[src/rtl/wdtrm_pkg.sv]
package wdtrm_pkg;

  // counter geometry
  localparam int unsigned CNT_W         = 16;
  localparam int unsigned PRE_W         = 8;

  // prescaler selection codes
  typedef enum logic [1:0] {
    WDTRM_DIV2   = 2'b00,
    WDTRM_DIV4   = 2'b01,
    WDTRM_DIV128 = 2'b10,
    WDTRM_DIV256 = 2'b11
  } wdtrm_div_t;

  // terminal counts of the prescaler (divide minus one)
  localparam logic [7:0] PRE_TC_DIV2    = 8'h01;
  localparam logic [7:0] PRE_TC_DIV4    = 8'h03;
  localparam logic [7:0] PRE_TC_DIV128  = 8'h7F;
  localparam logic [7:0] PRE_TC_DIV256  = 8'hFF;

  // register offsets
  localparam logic [3:0] ADDR_CTRL      = 4'h0;
  localparam logic [3:0] ADDR_RELOAD    = 4'h1;
  localparam logic [3:0] ADDR_CMD       = 4'h2;
  localparam logic [3:0] ADDR_COUNT     = 4'h3;
  localparam logic [3:0] ADDR_STATUS    = 4'h4;

  // control register fields
  localparam int unsigned CTRL_DIV_LSB  = 0;
  localparam int unsigned CTRL_ENH_BIT  = 2;

  // command register bits (write one to issue)
  localparam int unsigned CMD_SERVICE   = 0;
  localparam int unsigned CMD_DISABLE   = 1;
  localparam int unsigned CMD_ENABLE    = 2;
  localparam int unsigned CMD_END_INIT  = 3;

  // status register bits
  localparam int unsigned STAT_RUN      = 0;
  localparam int unsigned STAT_INITDONE = 1;
  localparam int unsigned STAT_WDTRST   = 2;

  // reset values
  localparam wdtrm_div_t  RST_DIV       = WDTRM_DIV2;
  localparam logic [7:0]  RST_RELOAD    = 8'h00;
  localparam logic        RST_ENH       = 1'b0;
  localparam logic [15:0] RST_COUNT     = 16'h0000;

  // length of the reset indication pulse after an overflow, in cycles
  localparam logic [7:0]  RST_PULSE_CYC = 8'h10;

endpackage

[src/rtl/wdtrm_prescaler.sv]
`timescale 1ns/1ps
`default_nettype none

module wdtrm_prescaler (
  // clock and reset
  input  wire logic                sys_clk,
  input  wire logic                rst_n,
  input  wire logic                clk_en,
  // control
  input  wire logic                run,
  input  wire logic                clear,
  input  wire wdtrm_pkg::wdtrm_div_t div_sel,
  // tick out
  output logic                     tick
);
  import wdtrm_pkg::*;

  logic [PRE_W-1:0] pre_cnt;
  logic [PRE_W-1:0] term;

  // terminal count for the chosen divider
  always_comb begin
    case (div_sel)
      WDTRM_DIV2:   term = PRE_TC_DIV2;
      WDTRM_DIV4:   term = PRE_TC_DIV4;
      WDTRM_DIV128: term = PRE_TC_DIV128;
      WDTRM_DIV256: term = PRE_TC_DIV256;
      default:      term = PRE_TC_DIV2;
    endcase
  end

  // tick is one cycle when the prescaler wraps
  assign tick = clk_en & run & (pre_cnt >= term);

  // prescaler counter; clear restarts the phase on service
  always_ff @(posedge sys_clk or negedge rst_n) begin
    if (!rst_n) begin
      pre_cnt <= 8'h00;
    end else if (clk_en) begin
      if (clear || !run || pre_cnt >= term) begin
        pre_cnt <= 8'h00;
      end else begin
        pre_cnt <= pre_cnt + 8'h01;
      end
    end
  end

endmodule

`default_nettype wire

[src/rtl/wdtrm_top.sv]
// Behaviour
// [RULE_01] watchdog runs enabled after every reset
// [RULE_02] compatible mode: disable only before end-of-init
// [RULE_03] enhanced mode: disable/enable at any time
// [RULE_04] overflow: internal reset, reset output low
// [RULE_05] 16-bit counter, divider 2/4/128/256
// [RULE_06] programmable reload sets counter high byte
// [RULE_07] service loads high byte, clears low
// [RULE_08] software services before overflow
// [RULE_09] default interval 3.28 ms at 40 MHz
// [RULE_10] reset: divide-by-two, reload zero
//
// Design decisions made here: the placing of the registers and the address-and-strobe port.
`timescale 1ns/1ps
`default_nettype none

module wdtrm_top (
  // clock and reset
  input  wire logic        sys_clk,
  input  wire logic        rst_n,
  input  wire logic        clk_en,
  // register port
  input  wire logic [3:0]  reg_addr,
  input  wire logic [15:0] reg_wdata,
  input  wire logic        reg_wr,
  input  wire logic        reg_rd,
  output logic      [15:0] reg_rdata,
  // reset outputs
  output logic             wdt_reset_req,
  output logic             reset_indication_output_n
);
  import wdtrm_pkg::*;

  //////////////////////////////////////////////////////////////////////////
  // registers and decoded commands

  wdtrm_div_t  div_sel;
  logic [7:0]  reload_high_byte_value;
  logic        enh_mode;
  logic        run;
  logic        init_done;
  logic        wdt_caused;
  logic [15:0] wdt_count;
  logic [7:0]  pulse_cnt;
  logic        tick;
  logic        overflow;

  logic wr_ctrl;
  logic wr_reload;
  logic wr_cmd;
  logic service_cmd;
  logic watchdog_disable_instruction;
  logic watchdog_enable_instruction;
  logic end_of_init_instruction;

  // decode; inputs taken synchronous, clk_en gates all effects
  assign wr_ctrl     = clk_en & reg_wr & (reg_addr == ADDR_CTRL);
  assign wr_reload   = clk_en & reg_wr & (reg_addr == ADDR_RELOAD);
  assign wr_cmd      = clk_en & reg_wr & (reg_addr == ADDR_CMD);
  assign service_cmd = wr_cmd & reg_wdata[CMD_SERVICE];
  assign watchdog_disable_instruction = wr_cmd & reg_wdata[CMD_DISABLE];
  assign watchdog_enable_instruction  = wr_cmd & reg_wdata[CMD_ENABLE];
  assign end_of_init_instruction      = wr_cmd & reg_wdata[CMD_END_INIT];

  // overflow when the counter wraps on a tick
  assign overflow = tick & (wdt_count == 16'hFFFF);

  //////////////////////////////////////////////////////////////////////////
  // configuration registers

  // divider and mode; locked after end-of-init in either mode
  // [RULE_10] divide-by-two at reset
  always_ff @(posedge sys_clk or negedge rst_n) begin
    if (!rst_n) begin
      div_sel  <= RST_DIV;
      enh_mode <= RST_ENH;
    end else if (wr_ctrl && !init_done) begin
      div_sel  <= wdtrm_div_t'(reg_wdata[CTRL_DIV_LSB +: 2]);
      enh_mode <= reg_wdata[CTRL_ENH_BIT];
    end
  end

  // [RULE_06] reload value register
  always_ff @(posedge sys_clk or negedge rst_n) begin
    if (!rst_n) begin
      reload_high_byte_value <= RST_RELOAD;
    end else if (wr_reload) begin
      reload_high_byte_value <= reg_wdata[7:0];
    end
  end

  // end-of-init latch; only a reset reopens it
  always_ff @(posedge sys_clk or negedge rst_n) begin
    if (!rst_n) begin
      init_done <= 1'b0;
    end else if (end_of_init_instruction) begin
      init_done <= 1'b1;
    end
  end

  //////////////////////////////////////////////////////////////////////////
  // run control

  // [RULE_01] running out of reset
  always_ff @(posedge sys_clk or negedge rst_n) begin
    if (!rst_n) begin
      run <= 1'b1;
    end else if (clk_en) begin
      if (enh_mode) begin
        // [RULE_03] enhanced enable/disable; enable wins a tie for safety
        if (watchdog_enable_instruction) begin
          run <= 1'b1;
        end else if (watchdog_disable_instruction) begin
          run <= 1'b0;
        end
      end else begin
        // [RULE_02] compatible disable before end-of-init
        if (watchdog_disable_instruction && !init_done) begin
          run <= 1'b0;
        end
      end
    end
  end

  //////////////////////////////////////////////////////////////////////////
  // prescaler and counter

  // [RULE_05] selectable divider tick
  wdtrm_prescaler u_pre (
    .sys_clk (sys_clk),
    .rst_n   (rst_n),
    .clk_en  (clk_en),
    .run     (run),
    .clear   (service_cmd),
    .div_sel (div_sel),
    .tick    (tick)
  );

  // [RULE_05] 16-bit count, service overrides tick
  always_ff @(posedge sys_clk or negedge rst_n) begin
    if (!rst_n) begin
      // [RULE_09] count from zero gives full 65536 ticks
      wdt_count <= RST_COUNT;
    end else if (clk_en) begin
      if (service_cmd) begin
        // [RULE_07] reload high, clear low
        wdt_count <= {reload_high_byte_value, 8'h00};
      end else if (overflow) begin
        // restart from the reload value so a late service is still safe
        wdt_count <= {reload_high_byte_value, 8'h00};
      end else if (tick) begin
        wdt_count <= wdt_count + 16'h0001;
      end
    end
  end

  //////////////////////////////////////////////////////////////////////////
  // reset generation

  // [RULE_04] stretched reset pulse after overflow
  always_ff @(posedge sys_clk or negedge rst_n) begin
    if (!rst_n) begin
      pulse_cnt <= 8'h00;
    end else if (clk_en) begin
      if (overflow && !service_cmd) begin
        pulse_cnt <= RST_PULSE_CYC;
      end else if (pulse_cnt != 8'h00) begin
        pulse_cnt <= pulse_cnt - 8'h01;
      end
    end
  end

  // [RULE_04] outputs registered from the overflow and the pulse counter
  always_ff @(posedge sys_clk or negedge rst_n) begin
    if (!rst_n) begin
      wdt_reset_req             <= 1'b0;
      reset_indication_output_n <= 1'b1;
    end else if (clk_en) begin
      wdt_reset_req             <= (overflow && !service_cmd) || (pulse_cnt > 8'h01);
      reset_indication_output_n <= !((overflow && !service_cmd) || (pulse_cnt > 8'h01));
    end
  end

  // sticky cause flag; a set beats a clear write in the same cycle
  always_ff @(posedge sys_clk or negedge rst_n) begin
    if (!rst_n) begin
      wdt_caused <= 1'b0;
    end else if (clk_en) begin
      if (overflow && !service_cmd) begin
        wdt_caused <= 1'b1;
      end else if (reg_wr && reg_addr == ADDR_STATUS && reg_wdata[STAT_WDTRST]) begin
        wdt_caused <= 1'b0;
      end
    end
  end

  //////////////////////////////////////////////////////////////////////////
  // read port, data one cycle after the strobe

  always_ff @(posedge sys_clk or negedge rst_n) begin
    if (!rst_n) begin
      reg_rdata <= 16'h0000;
    end else if (clk_en) begin
      reg_rdata <= 16'h0000;
      if (reg_rd) begin
        case (reg_addr)
          ADDR_CTRL:   reg_rdata <= {13'h0000, enh_mode, div_sel};
          ADDR_RELOAD: reg_rdata <= {8'h00, reload_high_byte_value};
          ADDR_COUNT:  reg_rdata <= wdt_count;
          ADDR_STATUS: reg_rdata <= {13'h0000, wdt_caused, init_done, run};
          default:     reg_rdata <= 16'h0000;
        endcase
      end
    end
  end

endmodule

`default_nettype wire

[config.mk]
export PLATFORM = sky130hd
export DESIGN_NAME = wdtrm_top
export DESIGN_NICKNAME = d
export VERILOG_FILES = /design/src/rtl/wdtrm_pkg.sv /design/src/rtl/wdtrm_prescaler.sv /design/src/rtl/wdtrm_top.sv
export SDC_FILE = /design/constraint.sdc
export NUM_CORES = 1
export LEC_CHECK = 0
export ABC_AREA = 1
export BUFFER_PORTS_ARGS = -buffer_cell sky130_fd_sc_hd__clkbuf_2
export CORE_MARGIN = 4
export CORE_UTILIZATION = 25
export CTS_BUF_LIST = sky130_fd_sc_hd__clkbuf_8 sky130_fd_sc_hd__clkbuf_16
export CTS_CLUSTER_DIAMETER = 60
export DETAILED_ROUTE_END_ITERATION = 16
export HOLD_SLACK_MARGIN = 0.12
export PLACE_DENSITY = 0.51
export SYNTH_ARGS = -nofsm -noshare
export SYNTH_HDL_FRONTEND = slang
export SYNTH_SLANG_ARGS = --single-unit
[constraint.sdc]
create_clock -name sys_clk -period 1.8 [get_ports sys_clk]
set_input_delay 0.18 -clock sys_clk [delete_from_list [all_inputs] [get_ports sys_clk]]
set_output_delay 0.18 -clock sys_clk [all_outputs]
set_load 0.01 [all_outputs]
======== Word-level counts from Yosys, hierarchy flattened ========
Cells that the tools add are included.
word-level totals
  flip-flop bits (word level) ............. 64
  bits of input ports ..................... 25
  output and inout port bits .............. 18
  logic and storage cells ................. 75
operators by class
  add/sub/neg operators ................... 3
  $lt $le $gt $ge ......................... 2
  equality and inequality tests ........... 9
  mux-type cells .......................... 15
  bitwise gates (word level) .............. 11
  reductions and logical operators ........ 23
operators with widths
  kind                                                                             number
  16-bit 2-to-1 mux                                                                4
  16-bit one-hot mux with 4 select lines                                           1
  8-bit one-hot mux with 4 select lines                                            1
  8-bit 2-to-1 mux                                                                 3
  16-bit by 1-bit adder with 16-bit output, second input constant                  1
  16-bit equality test, second input constant                                      1
  1-bit AND                                                                        11
  8-bit by 1-bit adder with 8-bit output, second input constant                    1
  4-bit by 2-bit equality test with 1-bit output, second input constant            2
  8-bit >= comparator                                                              1
  8-bit by 1-bit greater-than comparator with 1-bit output, second input constant  1
  8-bit nonzero test                                                               1
  8-bit by 1-bit subtractor with 8-bit output, second input constant               1
  1-bit 2-to-1 mux                                                                 6
  2-bit AND reduction                                                              3
  2-bit nonzero test                                                               3
  1-bit logical AND                                                                5
  2-bit equality test, second input constant                                       2
  4-bit by 1-bit equality test with 1-bit output, second input constant            1
  4-bit by 3-bit equality test with 1-bit output, second input constant            1
  1-bit logical NOT                                                                4
  4-bit logical NOT                                                                1
  1-bit logical OR                                                                 3
  3-bit by 1-bit != test with 1-bit output, second input constant                  1
  other kinds (4)                                                                  4

======== Depth between registers and ports, before layout ========
  word-level depth ........................ 8
  mapped depth ............................ 15
  depth with buffers taken out ............ 14

======== By module ========
From an unflattened synthesis, not the netlist that was laid out.
second synthesis, totals
  cells, all modules ...................... 500
  area, all modules ....................... 3,766.1 µm²
modules (own cells, without submodules)
  module           times used  cells an instance  area each (µm²)  seq. area each (µm²)
  wdtrm_top        1           418                3,145.5          1,403.8
  wdtrm_prescaler  1           82                 620.6            200.2

======== Worst setup path before layout ========
No wires, ideal clock.
  path kind ............................... register to register
  start ................................... reg div_sel[1]
  end ..................................... reg wdt_count[3]
  setup time .............................. 0.117 ns
  arrival time ............................ 1.546 ns
  data required time ...................... 1.683 ns
  slack ................................... 0.137 ns
  cell stages (with the launch flop) ...... 14
  buffers on the path ..................... 1
  clock period less this slack ............ 1.663 ns
  path through ............................ dfrtp_1 -> inv_1 -> ha_1 -> a21oi_1 -> nand2_1 -> nand2_1 -> nand2_2 -> nand2_1 -> nand2_2 -> buf_6 -> nand2_1 -> nand2_1 -> nand2_1 -> nor2_1
between the ends
  longest elaborated chain between the ends .. 7
  elaborated cells between the ends (all ways) .. 12
  classes of those cells .................. order compare: 1; eq/ne: 3; mux: 3; bitwise: 2; reduce/logical: 3
ends and longest elaborated chain
  element                                                                    line                   text
  from (decl)                                                                wdtrm_top.sv:37        wdtrm_div_t div_sel;
  from (signal assigned)                                                     wdtrm_top.sv:78        div_sel <= wdtrm_div_t'(reg_wdata[CTRL_DIV_LSB +: 2]);
  2-bit equality test, or another cell as far along                          wdtrm_prescaler.sv:23  case (div_sel)
  8-bit one-hot mux with 4 select lines *                                    wdtrm_prescaler.sv:23
  8-bit >= comparator *                                                      wdtrm_prescaler.sv:33  assign tick = clk_en & run & (pre_cnt >= term);
  1-bit AND *                                                                wdtrm_prescaler.sv:33
  1-bit AND                                                                  wdtrm_top.sv:66        assign overflow = tick & (wdt_count == 16'hFFFF);
  3-bit nonzero test (no line) / 16-bit 2-to-1 mux (equally long branches)   --
  2-bit AND reduction (no line) / 16-bit 2-to-1 mux (equally long branches)  --
  to (signal assigned)                                                       wdtrm_top.sv:147       wdt_count <= {reload_high_byte_value, 8'h00};
  to (signal assigned)                                                       wdtrm_top.sv:150       wdt_count <= {reload_high_byte_value, 8'h00};
  to (signal assigned)                                                       wdtrm_top.sv:152       wdt_count <= wdt_count + 16'h0001;
  to (decl)                                                                  wdtrm_top.sv:43        logic [15:0] wdt_count;
Mark *: on every way between the ends. The rest lies on a longest branch, timed or not. The select of a mux whose other input is x is not followed.
A chain may end at the register's enable or synchronous reset.

======== Final worst setup path ========
  start ................................... reg div_sel[1]
  end ..................................... reg wdt_count[8]
Same word-level chain as after synthesis.

==> impl_metrics.ini <==
[cells_and_area]
antenna_cells = 0
num-fill-cells = 1513
final_common_cell = nand2_1
drive_gt1_share_pct = 23.8
syn_to_final_growth_pct = 27.1
final_nets = 553
layout_common_cells = nand2_1, dfrtp_1, inv_1

[timing]
period_share_pct = 98.4
drv_slew = 0
setup_ws_ns = 0.0283
finalSetupTns_ns = 0
final-setup-viol-count = 0
rsz0062_at_grt = yes
fmax_mhz = 564
relSlewSlack_pct = 64.9
worst_pin_slew_ns = 0.523
period_minus_slack_ns = 1.77
clock_skew_ns = 0.00752
hold_viol = 0
hold_ws_ns = 0.132

[routing]
vias = 3230
viasPerCell = 4.60
wl_per_cell_um = 13.8
drt_drc_violations_left = 0
dr.pass1.iters = 5
first_iter_violations = 149
wl_um = 9660
final_antenna_net_count = 0

[placement]
port_buffers = 34
place_ws_ns = -0.0290
finalWeightedCongestion = 0.851
hpwlAfterDp_um = 7280

[critical_path]
cp_slowest_stage_delay_ns = 0.41
crit_family = simple AND/OR/NAND/NOR gates
cp_max_fo = 6
critPathLaunch = div_sel[1]$_DFFE_PN0P_
r2r_cells = 11
critical_path_depth = 11
cpMostUsedCell = nand2_4
timing.rr.start = div_sel[1]$_DFFE_PN0P_
endpoint = wdt_count[8]$_DFFE_PN0P_
path_cells = inv_2 -> ha_1 -> nand2_1 -> a21oi_2 -> nor2_2 -> nand2_4 -> nand2_4 -> nand2_4 -> buf_6 -> nand3_1 -> nand2_1
worstPathRequired_ns = 2.02
crit_buf_inv = 2
ff2ff_setup_slack_ns = 0.03
cp.arrival_ns = 1.99
r2r_end = wdt_count[8]$_DFFE_PN0P_
start_kind = flip-flop
critPathSlowestCell = dfrtp_1
critPathCaptureType = flip-flop
crit_type = flip-flop to flip-flop

[clocking]
clkLatencyLatePin_ns = 0.33
cts_buffers = 9
clockBufferDepth = 2
clkSinkCount = 64
cts-root-buf = clkbuf_16
cts_setup_buffers = 0
clkSlewWorstSetupHoldPaths_ns = 0.06
cts_max_level = 3
cts_tree = built

[yosys]
avgSynthCellArea_um2 = 8.02
synth_fp_nets = 493
ys_seq_area_share_pct = 43.8
syn_inst = 457
synth_cell_types = 41
yosys_register_bits = 64
ys_warn_count = 0
syn_area_um2 = 3660

[grt]
globalRouteOverflowTotal = 0
grt_usage_pct = 12.3
antenna_found_initial = 0
grt_pass1_wl_um = 16100
grt_max_degree = 65
grt_pass1_vias = 3209

[hold_path]
hp-class = primary input to flip-flop

[floorplanning]
die_x_um = 129
io_pins = 43
die_area_um2 = 16700
coreArea_um2 = 14100
die_y_um = 129
initial_core_util_pct = 26.0
rows = 43

[job]
drv_cap = 0

[power]
leakage_nw = 2.26
p_per_area_nw_per_um2 = 978
peakVddDrop_v = 0.000493
p_total_mw = 4.55

[run_status]
outcome = finished clean
## layout make-up
cell class	count	area, um^2	area share [%]
Clock buffer	10	239	5.13
Sequential cell	64	1600	34.4
Clock inverter	6	76.3	1.64
Inverter	60	230	4.94
Multi-Input combinational cell	322	1870	40.2
Timing Repair Buffer	60	412	8.84
Tap cell	180	225	4.83
## stage by stage
stage | instance area [um^2] | std cells | util [%]
after floorplan | 3660 | 457 | -
after global placement | 4180 | 681 | 29.6
after detailed placement | 4180 | 681 | 29.6
after CTS | 4540 | 701 | 32.2
after global routing | 4660 | 702 | 33.0
final | 4660 | 702 | 33.0
## registers in the layout (all words and copies together), names as in the netlist, 2 cells and up
signal and count:
div_sel 2, pulse_cnt 8, reg_rdata 16, reload_high_byte_value 8
u_pre.pre_cnt 8, wdt_count 16
## how the worst min path moves through the flow
stage,startpoint,endpoint,slack [ns],cells after the start
5_1_grt,reg_wdata[6],reload_high_byte_value[6]$_DFFE_PN0P_,0.14,3
6_report,reg_wdata[6],reload_high_byte_value[6]$_DFFE_PN0P_,0.13,3
4_1_cts,reg_wdata[5],reload_high_byte_value[5]$_DFFE_PN0P_,0.12,3
2_1_floorplan,rst_n,div_sel[0]$_DFFE_PN0P_,-0.12,0
3_5_place_dp,rst_n,reg_rdata[15]$_DFFE_PN0P_,0.23,2
3_3_place_gp,rst_n,reg_rdata[15]$_DFFE_PN0P_,0.23,2
## where the power goes
part           internal, mW  switching, mW  total, mW  leakage [nW]
registers              1.64          0.178       1.82         0.805
logic                 0.350          0.538      0.888          1.29
clock network          1.23          0.612       1.84         0.166
## worst register-to-register path: cells and delay by family (launching register included)
kind,cells,cell delay (ns)
and+or+nand+nor,7,0.66
DFF,1,0.41
buffers and inverters,2,0.30
adders and majority gates,1,0.25
AOI/OAI and AO/OA,1,0.05
## cell usage after synthesis, drive strengths merged
master / number / area (um^2)
a21o: 1 / 7.51
a21oi: 13 / 65.1
a31o: 1 / 8.76
and2: 1 / 6.26
and3: 1 / 6.26
buf: 7 / 55.1
clkbuf: 5 / 18.8
dfrtp: 62 / 1550
dfstp: 2 / 52.6
ha: 11 / 138
inv: 60 / 225
mux2: 1 / 11.3
nand2: 115 / 457
nand3: 39 / 230
nand3b: 1 / 7.51
nand4: 15 / 106
nor2: 45 / 221
nor3: 9 / 55.1
nor4: 1 / 6.26
o211ai: 1 / 7.51
o21a: 1 / 7.51
o21ai: 32 / 164
o22ai: 8 / 50.1
o31ai: 8 / 60.1
or2: 1 / 6.26
xnor2: 2 / 17.5
xor2: 14 / 123
## routing by layer
layer | GRT usage (%) | up-vias | share of wire (%)
li1 | - | 1621 | -
met1 | 17.5 | 1520 | 49
met2 | 18.1 | 81 | 44
met3 | 3.38 | 8 | 5.9
met4 | 4.01 | 0 | 1.3
met5 | 0 | - | 0
## kinds of logic after synthesis
logic type      Yosys count  share of synthesized area (%)
compound gates           65                           10.1
xor+xnor                 16                           3.82
fa+ha+maj                11                           3.76
buf+inv                  72                           8.16
flops                    64                           43.8
mux                       1                          0.307
simple gates            228                           30.1
## timing repair
item / in CTS / in global routing
pin swaps: 0 / 4
gates cloned: 0 / 1
hold buffers: 4 / 0
gates resized for setup: 2 / 32
setup endpoints to repair: 10 / 35
hold endpoints to repair: 65 / 0
No activity file was read; power rests on OpenSTA's default activity.
